`config.mk`:
```
export PLATFORM = sky130hd
export DESIGN_NAME = tbs_sequencer
export DESIGN_NICKNAME = d
export VERILOG_FILES = /design/src/design/tbs_pkg.sv /design/src/design/tbs_sequencer.sv /design/src/design/tbs_ms_tick.sv
export SDC_FILE = /design/constraint.sdc
export NUM_CORES = 1
export LEC_CHECK = 0
export BUFFER_PORTS_ARGS = -buffer_cell sky130_fd_sc_hd__buf_4
export CORE_MARGIN = 2
export CORE_UTILIZATION = 40
export DETAILED_ROUTE_END_ITERATION = 12
export RECOVER_POWER = 100
export SLEW_MARGIN = 20
export SYNTH_ARGS = -nofsm -noshare
export SYNTH_HDL_FRONTEND = slang
export SYNTH_SLANG_ARGS = --single-unit
export TNS_END_PERCENT = 100
```
`constraint.sdc`:
```
create_clock -name clock_i -period 1.8 [get_ports clock_i]
set_clock_uncertainty 0.2 [all_clocks]
set_input_delay 0.18 -clock clock_i [delete_from_list [all_inputs] [get_ports clock_i]]
set_output_delay 0.18 -clock clock_i [all_outputs]
set_load 0.02 [all_outputs]
```
`src/design/tbs_pkg.sv`:
```
// tbs_pkg: constants and carrier types for the tape backspace sequencer.
// assumes a single 50 MHz system clock; all times are converted to cycles here.
package tbs_pkg;

  // system clock
  localparam int CLK_PERIOD_NS = 20;

  // millisecond tick of the delay counter
  localparam int MS_NS  = 1000000;
  localparam int MS_CYC = MS_NS / CLK_PERIOD_NS;

  // read clock: eight phases per character cycle
  localparam int RC_PHASE_NS  = 400;
  localparam int RC_PHASE_CYC = (RC_PHASE_NS + CLK_PERIOD_NS - 1) / CLK_PERIOD_NS;
  localparam int RC_PHASES    = 8;
  localparam int RC_CYCLE_CYC = RC_PHASE_CYC * RC_PHASES;
  localparam logic [2:0] RC_PH_FOUR  = 3'h4;
  localparam logic [2:0] RC_PH_SEVEN = 3'h7;

  // delay counter width and the lead-in counts (ms)
  localparam int CNT_W = 8;
  localparam logic [CNT_W-1:0] D_GO_OFF   = 8'h32;  // 50
  localparam logic [CNT_W-1:0] D_BACKWARD = 8'h60;  // 96
  localparam logic [CNT_W-1:0] D_GO_ON    = 8'ha0;  // 160
  localparam logic [CNT_W-1:0] D_READ_ON  = 8'hc0;  // 192

  // gap-timeout counts (ms)
  localparam logic [CNT_W-1:0] G_READ_OFF = 8'h04;  // 4
  localparam logic [CNT_W-1:0] G_STOP_L   = 8'h26;  // 38, long-stop unit model
  localparam logic [CNT_W-1:0] G_STOP_S   = 8'h1a;  // 26, short-stop unit model
  localparam logic [CNT_W-1:0] G_STOP_C   = 8'h1e;  // 30, compact variant
  localparam logic [CNT_W-1:0] G_FORWARD  = 8'h40;  // 64
  localparam logic [CNT_W-1:0] G_END      = 8'h98;  // 152

  // go stop-point selection
  typedef enum logic [1:0] {
    TBS_STOP_LONG    = 2'h0,
    TBS_STOP_SHORT   = 2'h1,
    TBS_STOP_COMPACT = 2'h2
  } tbs_stop_sel_type;

  // sequencer states, gray along idle -> lead -> read
  typedef enum logic [1:0] {
    TBS_IDLE = 2'h0,
    TBS_LEAD = 2'h1,
    TBS_READ = 2'h3
  } tbs_state_type;

  // status lines from the selected tape unit
  typedef struct packed {
    logic load_point;
    logic write_status;
    logic sel_rdy_rd;
  } tbs_unit_stat_type;

  // command lines to the tape unit and read amplifiers
  typedef struct packed {
    logic go;
    logic backward;
    logic read_cond;
  } tbs_unit_cmd_type;

  localparam tbs_unit_cmd_type CMD_RST = '{go: 1'b0, backward: 1'b0, read_cond: 1'b0};

endpackage : tbs_pkg

```
`src/design/tbs_sequencer.sv`:
```
// tbs_sequencer: backspace-over-one-record sequencer of the tape adapter.
// assumes all inputs synchronous to clock_i; first_bit_i is a level from read register A.
// Summary of operation
// - a call while the adapter is busy elsewhere is ignored.
// - a call with the unit at load point does nothing.
// - an accepted call sets the backspace flag, which steps the delay counter per ms.
// - in write status go turns on at count zero, moving tape forward.
// - in write status go turns off at count 50.
// - at count 96 the reverse flag sets, commanding read and backward status.
// - a unit already in read status gets no forward motion.
// - go turns on at count 160 only while selected, ready and reading.
// - read condition turns on at count 192.
// - character assembly loading from the read registers is blocked throughout.
// - a first bit runs the read clock for exactly one character cycle.
// - read clock phase seven sets the gap-timeout flag, stepping the counter.
// - delayed phase seven clears the read registers and stops the read clock in the same cycle.
// - no checking and no data transfer to the system during backspace.
// - read clock phase four clears the gap-timeout flag and zeroes the counter.
// - gap count 4 clears read condition.
// - gap count 38, 26 or 30, per unit model, turns go off.
// - gap count 64 clears the reverse flag.
// - gap count 152 clears the backspace flag; busy follows that flag.
// - gap count 152 also clears the gap-timeout flag, leaving everything idle.
module tbs_sequencer
  import tbs_pkg::*;
#(
  parameter int MS_CYCLES = tbs_pkg::MS_CYC
) (
  input  wire logic                       clock_i,
  input  wire logic                       rst_n_i,
  input  wire logic                       bs_call_i,
  input  wire logic                       other_busy_i,
  input  wire tbs_pkg::tbs_unit_stat_type unit_stat_i,
  input  wire tbs_pkg::tbs_stop_sel_type  stop_sel_i,
  input  wire logic                       first_bit_i,
  output tbs_pkg::tbs_unit_cmd_type       unit_cmd_o,
  output logic                            busy_o,
  output logic                            rw_load_block_o,
  output logic                            check_block_o,
  output logic                            read_clock_run_o,
  output logic                            read_reg_reset_o,
  output logic                            gap_timeout_flag_o,
  output logic [tbs_pkg::CNT_W-1:0]       delay_count_o
);

  import tbs_pkg::*;

  localparam int RC_LEN_A = RC_CYCLE_CYC;
  localparam int PH_LEN   = RC_PHASE_CYC;
  localparam int PH_W     = $clog2(RC_PHASE_CYC + 1);
  localparam logic [PH_W-1:0] PH_LAST = PH_W'(RC_PHASE_CYC - 1);

  tbs_state_type      state_r;
  tbs_unit_cmd_type   cmd_r;
  logic               bs_flag_r;
  logic               gap_flag_r;
  logic               fwd_first_r;
  logic [CNT_W-1:0]   cnt_r;
  logic               rc_run_r;
  logic [2:0]         rc_ph_r;
  logic [PH_W-1:0]    rc_sub_r;
  logic               rrst_r;
  logic               tick;
  logic               step_en;
  logic               accept;
  logic               stall;
  logic               phase_end;
  logic               ph_four;
  logic               ph_seven;
  logic               ph_seven_dly;
  logic               rc_start;
  logic [CNT_W-1:0]   stop_cnt;

  // request acceptance
  assign accept = (state_r == TBS_IDLE) && bs_call_i && !other_busy_i
                  && !unit_stat_i.load_point;

  // hold the lead-in just short of 160 until the unit reports ready in read
  assign stall   = (state_r == TBS_LEAD) && (cnt_r == D_GO_ON - 8'h01)
                   && !unit_stat_i.sel_rdy_rd;
  assign step_en = ((state_r == TBS_LEAD) && !stall) || gap_flag_r;

  tbs_ms_tick #(
    .CYCLES (MS_CYCLES)
  ) u_tick (
    .clock_i (clock_i),
    .rst_n_i (rst_n_i),
    .en_i    (step_en),
    .tick_o  (tick)
  );

  // read clock phase decode
  assign phase_end    = rc_run_r && (rc_sub_r == PH_LAST);
  assign ph_four      = phase_end && (rc_ph_r == RC_PH_FOUR - 3'h1);
  assign ph_seven     = phase_end && (rc_ph_r == RC_PH_SEVEN - 3'h1);
  assign ph_seven_dly = phase_end && (rc_ph_r == RC_PH_SEVEN);
  assign rc_start     = (state_r == TBS_READ) && cmd_r.read_cond && first_bit_i
                        && !rc_run_r;

  always_comb begin
    case (stop_sel_i)
      TBS_STOP_LONG:    stop_cnt = G_STOP_L;
      TBS_STOP_SHORT:   stop_cnt = G_STOP_S;
      TBS_STOP_COMPACT: stop_cnt = G_STOP_C;
      default:          stop_cnt = G_STOP_C;
    endcase
  end

  // sequencer state and backspace flag
  always_ff @(posedge clock_i or negedge rst_n_i) begin
    if (!rst_n_i) begin
      state_r     <= TBS_IDLE;
      bs_flag_r   <= 1'b0;
      fwd_first_r <= 1'b0;
    end else begin
      case (state_r)
        TBS_IDLE: begin
          if (accept) begin
            state_r     <= TBS_LEAD;
            bs_flag_r   <= 1'b1;
            fwd_first_r <= unit_stat_i.write_status;
          end
        end
        TBS_LEAD: begin
          if (tick && cnt_r == D_READ_ON - 8'h01) begin
            state_r <= TBS_READ;
          end
        end
        TBS_READ: begin
          if (gap_flag_r && tick && cnt_r == G_END - 8'h01) begin
            state_r   <= TBS_IDLE;
            bs_flag_r <= 1'b0;
          end
        end
        default: begin
          state_r   <= TBS_IDLE;
          bs_flag_r <= 1'b0;
        end
      endcase
    end
  end

  // delay counter: zeroed whenever neither the lead-in nor the gap flag runs it
  always_ff @(posedge clock_i or negedge rst_n_i) begin
    if (!rst_n_i) begin
      cnt_r <= '0;
    end else if (state_r != TBS_LEAD && !gap_flag_r) begin
      cnt_r <= '0;
    end else if (state_r == TBS_LEAD && tick && cnt_r == D_READ_ON - 8'h01) begin
      cnt_r <= '0;
    end else if (tick && !stall) begin
      // a tick already in flight when ready drops must not pass the hold point
      cnt_r <= cnt_r + 8'h01;
    end
  end

  // gap-timeout flag; phase four cannot coincide with the end count since
  // the read clock cannot start once read condition has dropped at count 4
  always_ff @(posedge clock_i or negedge rst_n_i) begin
    if (!rst_n_i) begin
      gap_flag_r <= 1'b0;
    end else if (ph_seven) begin
      gap_flag_r <= 1'b1;
    end else if (ph_four) begin
      gap_flag_r <= 1'b0;
    end else if (gap_flag_r && tick && cnt_r == G_END - 8'h01) begin
      gap_flag_r <= 1'b0;
    end
  end

  // tape unit commands
  always_ff @(posedge clock_i or negedge rst_n_i) begin
    if (!rst_n_i) begin
      cmd_r <= CMD_RST;
    end else if (accept) begin
      cmd_r.go <= unit_stat_i.write_status;
    end else if (state_r == TBS_LEAD && tick && !stall) begin
      if (cnt_r == D_GO_OFF - 8'h01 && fwd_first_r) begin
        cmd_r.go <= 1'b0;
      end
      if (cnt_r == D_BACKWARD - 8'h01) begin
        cmd_r.backward <= 1'b1;
      end
      if (cnt_r == D_GO_ON - 8'h01) begin
        cmd_r.go <= 1'b1;
      end
      if (cnt_r == D_READ_ON - 8'h01) begin
        cmd_r.read_cond <= 1'b1;
      end
    end else if (state_r == TBS_READ && gap_flag_r && tick) begin
      if (cnt_r == G_READ_OFF - 8'h01) begin
        cmd_r.read_cond <= 1'b0;
      end
      if (cnt_r == stop_cnt - 8'h01) begin
        cmd_r.go <= 1'b0;
      end
      if (cnt_r == G_FORWARD - 8'h01) begin
        cmd_r.backward <= 1'b0;
      end
    end
  end

  // read clock: one character cycle per first bit
  always_ff @(posedge clock_i or negedge rst_n_i) begin
    if (!rst_n_i) begin
      rc_run_r <= 1'b0;
      rc_ph_r  <= 3'h0;
      rc_sub_r <= '0;
    end else if (rc_start) begin
      rc_run_r <= 1'b1;
      rc_ph_r  <= 3'h0;
      rc_sub_r <= '0;
    end else if (ph_seven_dly) begin
      rc_run_r <= 1'b0;
      rc_ph_r  <= 3'h0;
      rc_sub_r <= '0;
    end else if (phase_end) begin
      rc_ph_r  <= rc_ph_r + 3'h1;
      rc_sub_r <= '0;
    end else if (rc_run_r) begin
      rc_sub_r <= rc_sub_r + PH_W'(1);
    end
  end

  // read register clear strobe, one cycle
  always_ff @(posedge clock_i or negedge rst_n_i) begin
    if (!rst_n_i) begin
      rrst_r <= 1'b0;
    end else begin
      rrst_r <= ph_seven_dly;
    end
  end

  // data path blocks follow the backspace flag: the record is only skipped
  always_ff @(posedge clock_i or negedge rst_n_i) begin
    if (!rst_n_i) begin
      rw_load_block_o <= 1'b0;
      check_block_o   <= 1'b0;
    end else begin
      rw_load_block_o <= bs_flag_r || accept;
      check_block_o   <= bs_flag_r || accept;
    end
  end

  assign unit_cmd_o         = cmd_r;
  assign busy_o             = bs_flag_r;
  assign read_clock_run_o   = rc_run_r;
  assign read_reg_reset_o   = rrst_r;
  assign gap_timeout_flag_o = gap_flag_r;
  assign delay_count_o      = cnt_r;
endmodule : tbs_sequencer

```
`src/design/tbs_ms_tick.sv`:
```
// tbs_ms_tick: one-cycle tick every CYCLES clocks while enabled.
// assumes en_i is a level; dropping it restarts the interval from zero.
module tbs_ms_tick #(
  parameter int CYCLES = 50000
) (
  input  wire logic clock_i,
  input  wire logic rst_n_i,
  input  wire logic en_i,
  output logic      tick_o
);

  localparam int W = $clog2(CYCLES + 1);
  localparam logic [W-1:0] LAST = W'(CYCLES - 1);

  logic [W-1:0] cnt_r;

  always_ff @(posedge clock_i or negedge rst_n_i) begin
    if (!rst_n_i) begin
      cnt_r  <= '0;
      tick_o <= 1'b0;
    end else if (!en_i) begin
      cnt_r  <= '0;
      tick_o <= 1'b0;
    end else if (cnt_r == LAST) begin
      cnt_r  <= '0;
      tick_o <= 1'b1;
    end else begin
      cnt_r  <= cnt_r + W'(1);
      tick_o <= 1'b0;
    end
  end

endmodule : tbs_ms_tick

```
Word-level counts from Yosys, hierarchy flattened

Cells that the tools add are included.
W data, S select, Z words.

Word-level logic and storage cells: 131
Output and inout bits: 17
Register bits: 44
Input port bits: 10

Mux-type cells: 36
Equality and inequality tests: 23
Add/sub/neg operators: 5
Bitwise logic cells: 2
Reduce and logical (&&, ||, !) cells: 50

Operator list:

| kind                    | count |
|---|---|
| $mux W16                | 2 |
| $eq A8 B8 Y1 const B    | 3 |
| $logic_and A1 B1 Y1     | 24 |
| $mux W8                 | 3 |
| $mux W5                 | 4 |
| $add A16 B1 Y16 const B | 1 |
| $eq A16 B16 Y1 const B  | 1 |
| $eq A8 B6 Y1 const B    | 2 |
| $mux W1                 | 16 |
| $mux W3                 | 5 |
| $reduce_bool A3 Y1      | 5 |
| $pmux W6 S2             | 1 |
| $reduce_and A3 Y1       | 3 |
| $add A8 B1 Y8 const B   | 1 |
| $eq A8 B2 Y1 const B    | 1 |
| $eq A8 B7 Y1 const B    | 1 |
| $eq A8 B8 Y1            | 1 |
| $ne A2 B1 Y1 const B    | 4 |
| $reduce_and A4 Y1       | 2 |
| $reduce_bool A2 Y1      | 4 |
| $sub A6 B1 Y7 const B   | 1 |
| $eq A3 B3 Y1 const B    | 2 |
| $logic_not A1 Y1        | 6 |
| $mux W2                 | 3 |
| 15 further kinds        | 20 |

Depth between registers and ports, before layout

Gate-level depths: netlist of run 1.

Word-level depth: 8
Mapped depth: 8

Modules after synthesis

A second synthesis of run 1 with hierarchy kept.

Cell total of the unflattened synthesis: 246
Area total of the unflattened synthesis: 2496.1 µm²

Modules (own cells, without submodules):

| module        | instances | area each (µm²) | cells an instance |
|---|---|---|---|
| tbs_sequencer | 1         | 1629.1          | 165 |
| tbs_ms_tick   | 1         | 867.1           | 81 |

Least setup slack after synthesis of run 1

No wires, ideal clock.

Path type: reg2reg
Start point: reg cnt_r[0] (netlist: delay_count_o[0])
End point: reg cnt_r[7] (netlist: delay_count_o[7])
Data arrival time: 1719 ps
Data required time: 1472 ps
Path slack: -247 ps
Cell stages (with the launch flop): 8
Buffers on the path: 0
Clock period less this slack: 2047 ps
Cell sequence: dfrtp_1 -> ha_1 -> nand3_1 -> o41ai_4 -> nor2_2 -> nand3_1 -> xor2_1 -> nor2_1

Cells in the longest elaborated chain, start to end: 6
Elaborated cells between the ends (all ways): 12
Classes of those cells: 1 x add/sub; 2 x eq/ne; 3 x mux; 6 x reduce/logical

RTL lines:

| what                                                  | RTL line             | source |
|---|---|---|
| start: declaration                                    | tbs_sequencer.sv:58  | `logic [CNT_W-1:0] cnt_r;` |
| start signal: assignment                              | tbs_sequencer.sv:153 | `cnt_r <= cnt_r + 8'h01;` |
| branches (longest 6 deep; another with $add A8 B1 Y8) | -                    |  |

Parallel ways; which one is timed is not known. The select of a mux whose other input is x is not followed.
A chain may end at the register's enable or synchronous reset.

Worst setup path after layout of run 1

Start point: reg cnt_r[6] (netlist: delay_count_o[6])
End point: reg u_tick.cnt_r[5]

Cells in the longest elaborated chain, start to end: 7

RTL lines:

| what                   | RTL line            | source |
|---|---|---|
| $eq A8 B8 Y1           | tbs_sequencer.sv:79 | `assign stall = (state_r == TBS_LEAD) && (cnt_r == D_GO_ON - 8'h01)` |
| $logic_and A1 B1 Y1    | tbs_sequencer.sv:79 |  |
| $logic_and A1 B1 Y1    | tbs_sequencer.sv:80 | `&& !unit_stat_i.sel_rdy_rd;` |
| $logic_not A1 Y1       | tbs_sequencer.sv:81 | `assign step_en = ((state_r == TBS_LEAD) && !stall) \|\| gap_flag_r;` |
| $logic_and A1 B1 Y1    | tbs_sequencer.sv:81 |  |
| $logic_or A1 B1 Y1     | tbs_sequencer.sv:81 |  |
| $mux W16               | tbs_ms_tick.sv:21   | `end else if (!en_i) begin` |
| end signal: assignment | tbs_ms_tick.sv:28   | `cnt_r <= cnt_r + W'(1);` |
| end: declaration       | tbs_ms_tick.sv:15   | `logic [W-1:0] cnt_r;` |

No other way between the ends.

==> out/metrics.cfg, run 1 <==
[routing]
drc=0
first_pass_iters=4
dr_total_vias=1873
wl_um=5020
viasPerCell=4.97
drtIter0Drc=54
avgRoutedWirePerCell_um=13.3
drtAntennaViolNets=0

[power]
p_sw_uw=581
powerDensity_nw_per_um2=718
power.internal_mw=1.61
seqPwrFrac_pct=51.0
p_comb_share_pct=18.6
clkPwrFrac_pct=30.4
power.share.switching_pct=26.6
ir_drop_uv=500
power.leakage_nw=1.33

[timing]
final.min_clock_period_ps=1790
hold_ws_ps=105
relSlewSlack_pct=27.9
finalHoldViolCount=0
rsz0062_at_grt=true
fmax_mhz=558
drv_slew=0
setup_viol=0
fin_crit_sh_pct=99.6
worst_pin_slew_ps=1080

[clocking]
clkLatencyLatePin_ps=290
clk_path_buf_depth=2
path_clk_slew_ps=80
cts_htree_levels=2
clockRootBuffer=clkbuf_8
numClockSinks=44
cts_inserted_buffers=5
cts_tree=built

[synth]
synth-edff-count=0
synth-seq-cells=44
synthCells=241
syn-cell-area_um2=2290
async_flop_share_pct=100
syn_nets=259
synth.avg_cell_area_um2=9.49
yosysSeqAreaShare_pct=48.1
synth_flop_cell=dfrtp_1
synth.distinct_cells=38
yosysWarningCount=0

[worst_setup_path]
startpoint=delay_count_o[6]
critical_path.endpoint_type=flip-flop
crit_arrival_ps=1770
reg2reg_to=u_tick.cnt_r[5]
crit_required_ps=1780
critPathMaxFanout=7
start_kind=flip-flop
worstSetupPathType=reg2reg
setup.worst_path.end=u_tick.cnt_r[5]
rr_startpoint=delay_count_o[6]
r2r_slack_ps=7
r2r_cells=7

[finish]
final_nets=322
final_cells=377
drive_gt1_share_pct=30.2
num_antenna_cells=0
area_growth_pct=33.1

[die]
initial_core_util_pct=41.5
fp.dieArea_um2=6340
core_um2=5510
dieHeight_um=79.6
die_w_um=79.6
rows=27
ios=27

[placed_design]
port_buffers=26
place.gp.congestion=0.827
hpwl_um=3530
dp.cells=363

[job]
maxCapViolations=0

[global_route]
grt_pass1_wl_um=8250
overflow=0
grt_usage_pct=16.7
antenna_found_initial=0
grt_max_degree=45
grt_pass1_vias=1835

[min_path]
hold_path_class=in2reg

[run_status]
status=complete, no violations

==> Yosys cell counts (all sizes together) (2+ instances only) <==
| cell | count | area [µm²] |
|---|---|---|
| xnor2 | 9 | 78.8 |
| buf | 5 | 32.5 |
| inv | 7 | 26.3 |
| and3 | 6 | 37.5 |
| nand3 | 15 | 75.1 |
| nor2 | 49 | 186 |
| and2 | 2 | 12.5 |
| nand4 | 7 | 43.8 |
| a21oi | 6 | 30.0 |
| nand2b | 5 | 33.8 |
| nor4 | 2 | 12.5 |
| ha | 8 | 100 |
| nand2 | 16 | 60.1 |
| nor3 | 11 | 55.1 |
| nor4b | 2 | 17.5 |
| nor2b | 5 | 31.3 |
| xor2 | 15 | 131 |
| o21ai | 12 | 63.8 |
| dfrtp | 44 | 1100 |
==> state kept, by name, indices dropped and copies added, names as in the netlist, 2 cells and up <==
name	count
state_r	2
rc_ph_r	3
u_tick.cnt_r	16
unit_cmd_o	3
rc_sub_r	5
delay_count_o	8
==> repair_timing <==
action	4_1_cts	5_1_grt
gates cloned	0	1
resized for setup	3	27
hold buffers	2	0
endpoints found under the hold margin	46	0
setup endpoints to repair	22	26
setup buffers	0	3
pin swaps	2	7
==> metal layers <==
metal / GRT usage (%) / routed length, µm / up-vias / part of all wire, %
met4: 5.34 / 65 / 0 / 1.3
met1: 21.8 / 2300 / 898 / 46
met3: 3.73 / 133 / 7 / 2.6
met5: 0 / 0 / - / 0
li1: - / - / 945 / -
met2: 27.6 / 2520 / 23 / 50
==> critical path: stages, from the launching register on <==
cell	delay, ps
dfrtp_2	410
nand4bb_4	280
nor3_4	240
nor2_2	60
nor2_2	120
nand2b_4	170
clkbuf_16	160
nor2_2	40
==> cell type report <==
cell class	instances	area [µm²]
Fill cell	525	2460
Clock buffer	8	100
Inverter	7	26.3
Multi-Input combinational cell	184	1260
Timing Repair Buffer	62	453
Sequential cell	44	1110
Tap cell	72	90.1
==> cells in the final DEF (no fill, tap or decap), drive strengths merged, types with 2 or more instances in the layout <==
cell type	netlist	final
nor2	49	49
buf	5	46
dfrtp	44	44
clkbuf	1	22
nand2	16	16
nand3	15	15
xor2	15	15
o21ai	12	12
nor3	11	11
xnor2	9	9
ha	8	8
inv	7	7
nand4	7	7
and3	6	6
a21oi	6	6
nand2b	5	5
nor2b	5	5
nor4b	2	2
nor4	2	2
dlygate4sd3	0	2
and2	2	2
==> through the flow <==
step	util [%]	setup slack [ps]	setup TNS (ps)	total power, mW	instance area (µm²)
after floorplan	-	-131	-997	1.33	2320
after global placement	51.0	-129	-1910	1.49	2810
after detailed placement	51.0	-92.5	-1350	1.50	2810
after CTS	53.4	-36.0	-501	2.18	2940
after global routing	55.3	-75.8	-1300	2.32	3040
final	55.3	6.82	0	2.19	3040
==> power by group through the flow <==
stage               Clock (mW)  Combinational [mW]  Sequential [mW]
floorplan                    0               0.177             1.15
global placement             0               0.359             1.13
detailed placement           0               0.366             1.13
CTS                      0.696               0.371             1.11
global route             0.745               0.455             1.12
finish                   0.666               0.407             1.11
==> worst min path at each step <==
stage	cells past startpoint	startpoint	slack, ps	end
after floorplan	0	rst_n_i	-320	busy_o
after global placement	1	rst_n_i	10	delay_count_o[7]
after detailed placement	1	rst_n_i	20	delay_count_o[2]
after CTS	3	unit_stat_i[0]	50	unit_cmd_o[2]
after global routing	3	unit_stat_i[0]	120	unit_cmd_o[2]
final	3	unit_stat_i[0]	100	unit_cmd_o[2]
==> kinds of logic (layout without fill, tap and decap cells) <==
group                      count (synthesis)  in the layout  synth area share (%)
buffers and inverters                     13             77                  2.74
DFF                                       44             44                  48.1
and+or+nand+nor                          126            126                  27.7
muxes                                      1              1                 0.492
AOI/OAI and AO/OA                         25             25                  7.39
adders and majority gates                  8              8                  4.38
xor gates and xnor gates                  24             24                  9.19
Note: power is estimated with default switching activity, not from simulation.
==> run 2, diff against run 1 <==
CORE_ASPECT_RATIO = 0.9   (was default)
==> run 2 against run 1 <==
Effect of this change:
- register-to-register slack is essentially flat
- sequential cell count unchanged
- routed wire length down 1.5%
- clock power decreased by 2%
- sequential power about the same
- final area decreased by 0.95%
- critical path type unchanged
- via count down 2.0%
- final cell count decreased by 0.53%
- die area about the same
- non-clock buffer count unchanged
- critical endpoint is now delay_count_o[7]
- worst setup slack gained 12 ps
- worst hold slack worse by 42 ps
==> out/metrics.cfg, run 2 (same netlist as run 1, synthesis figures left out) <==
[power]
power.share.switching_pct=28.0
clkPwrFrac_pct=30.3
total_power_mw=2.14
p_comb_share_pct=17.4
ir_drop_uv=512
powerDensity_nw_per_um2=711
seqPwrFrac_pct=52.3
p_sw_uw=599
power.internal_mw=1.54
power.leakage_nw=1.33

[clocking]
clkLatencyLatePin_ps=300
clk_path_buf_depth=2
clockRootBuffer=clkbuf_8
path_clk_slew_ps=90
cts_tree=built
cts_htree_levels=2
numClockSinks=44
cts_inserted_buffers=5

[die]
ios=27
die_w_um=83.7
initial_core_util_pct=40.9
fp.dieArea_um2=6340
dieHeight_um=75.7
rows=26
core_um2=5600

[global_route]
grt_usage_pct=16.3
grt_use_met2_pct=28.1
antenna_found_initial=0
grt_pass1_wl_um=8070
grt_pass1_vias=1782
overflow=0
busiest_layer=met2
globalRouteMet3Util_pct=4.77
grt_max_degree=45
grt_use_met1_pct=20.5

[timing]
rsz0062_at_grt=true
hold_ws_ps=63.4
relSlewSlack_pct=30.1
finalHoldViolCount=0
timing.setup.tns_ps=0
drv_slew=0
fmax_mhz=561
worst_pin_slew_ps=1050
fin_ws_ps=18.9
fin_crit_sh_pct=99.0
final.min_clock_period_ps=1780
setup_viol=0

[run_status]
status=complete, no violations

[routing]
first_pass_iters=4
viasPerCell=4.90
avgRoutedWirePerCell_um=13.2
drtIter0Drc=73
dr_total_vias=1836
drtAntennaViolNets=0
drc=0
wl_um=4950

[finish]
largest_reg_flops=16
n_fill_cell=533
num_antenna_cells=0
final_common_cell=buf_4
final_nets=322
drive_gt1_share_pct=28.9
regMostFlops=u_tick.cnt_r
area_growth_pct=31.8
final_cell_mix=46 x buf_4, 41 x nor2_1, 37 x dfrtp_1, 16 x nand2_1, 15 x xor2_1

[min_path]
hold_path_class=in2reg

[worst_setup_path]
critical_path.endpoint_type=flip-flop
crit_required_ps=1790
worstSetupPathType=reg2reg
slowest_stage=dfrtp_2
critPathMaxStageDelay_ps=400
crit_arrival_ps=1770
start_kind=flip-flop
path_delay_family=flip-flops
crit_buf_inv=1
critPathMaxFanout=5
crit_chain=ha_4 -> nand3_4 -> o41ai_4 -> buf_4 -> nor2_4 -> nand3_2 -> xor2_1 -> nor2_1

[placed_design]
port_buffers=26
hpwl_um=3460
place.gp.congestion=0.769
dp_slack_ps=-71.4

[job]
maxCapViolations=0

==> run 2: changes by cell type in the layout (fill, tap and decap cells not counted), moves of 2 or more <==
cell,before,now
clkbuf_1,13,11
clkinv_2,0,2
nand3_1,14,12
nand3_2,0,2
nor2_1,35,41
nor2_2,11,6
xor2_1,13,15
xor2_2,2,0
==> run 2: worst paths after layout <==
path                                  start          endpoint  slack (ps)  cells after the start
min                          unit_stat_i[0]     unit_cmd_o[2]          60                      3
max reg2reg                delay_count_o[0]  delay_count_o[7]          20                      8
min in group asynchronous           rst_n_i  delay_count_o[3]         400                      2
max in group asynchronous           rst_n_i  delay_count_o[1]         300                      2
min reg2reg                 u_tick.cnt_r[0]   u_tick.cnt_r[0]         290                      1
max                        delay_count_o[0]  delay_count_o[7]          20                      8
==> run 2: routing by layer <==
metal / vias to the layer above / wire (µm)
li1: 949 / -
met5: - / 0
met3: 6 / 163
met2: 24 / 2390
met1: 857 / 2340
met4: 0 / 52
==> run 2: metrics by stage <==
step	instances	utilization, %	instance area, µm²
final	375	53.9	3020
after global routing	375	53.9	3020
after CTS	373	52.6	2950
after detailed placement	362	50.3	2810
after global placement	362	50.3	2810
after floorplan	241	-	2320
==> run 2: layout make-up <==
class	instances	area, µm²	share of cell area [%]
flip-flops and latches	44	1110	36.8
well taps	70	87.6	2.90
repair buffers	62	457	15.1
inverters	7	26.3	0.871
clock buffers	6	82.6	2.74
clock inverters	2	10.0	0.332
multi-input cells	184	1240	41.2
==> run 2: worst reg2reg max path, stage by stage, from the launching register on <==
cell and delay (ps):
dfrtp_2 400, ha_4 160, nand3_4 100, o41ai_4 290, buf_4 200, nor2_4 50
nand3_2 70, xor2_1 150, nor2_1 60
==> run 2: power groups by stage <==
stage | logic [mW] | clock network, mW | registers, mW
after detailed placement | 0.347 | 0 | 1.14
after global routing | 0.417 | 0.717 | 1.13
after floorplan | 0.177 | 0 | 1.15
after global placement | 0.344 | 0 | 1.14
after CTS | 0.357 | 0.670 | 1.12
final | 0.373 | 0.650 | 1.12
==> run 2: timing repair <==
| item | 4_1_cts | 5_1_grt |
|---|---|---|
| setup buffers | 1 | 1 |
| pin swaps | 4 | 10 |
| endpoints found under the hold margin | 46 | 0 |
| hold buffers | 2 | 0 |
| resized for setup | 2 | 21 |
| gates cloned | 0 | 1 |
| endpoints found under the setup margin | 16 | 26 |
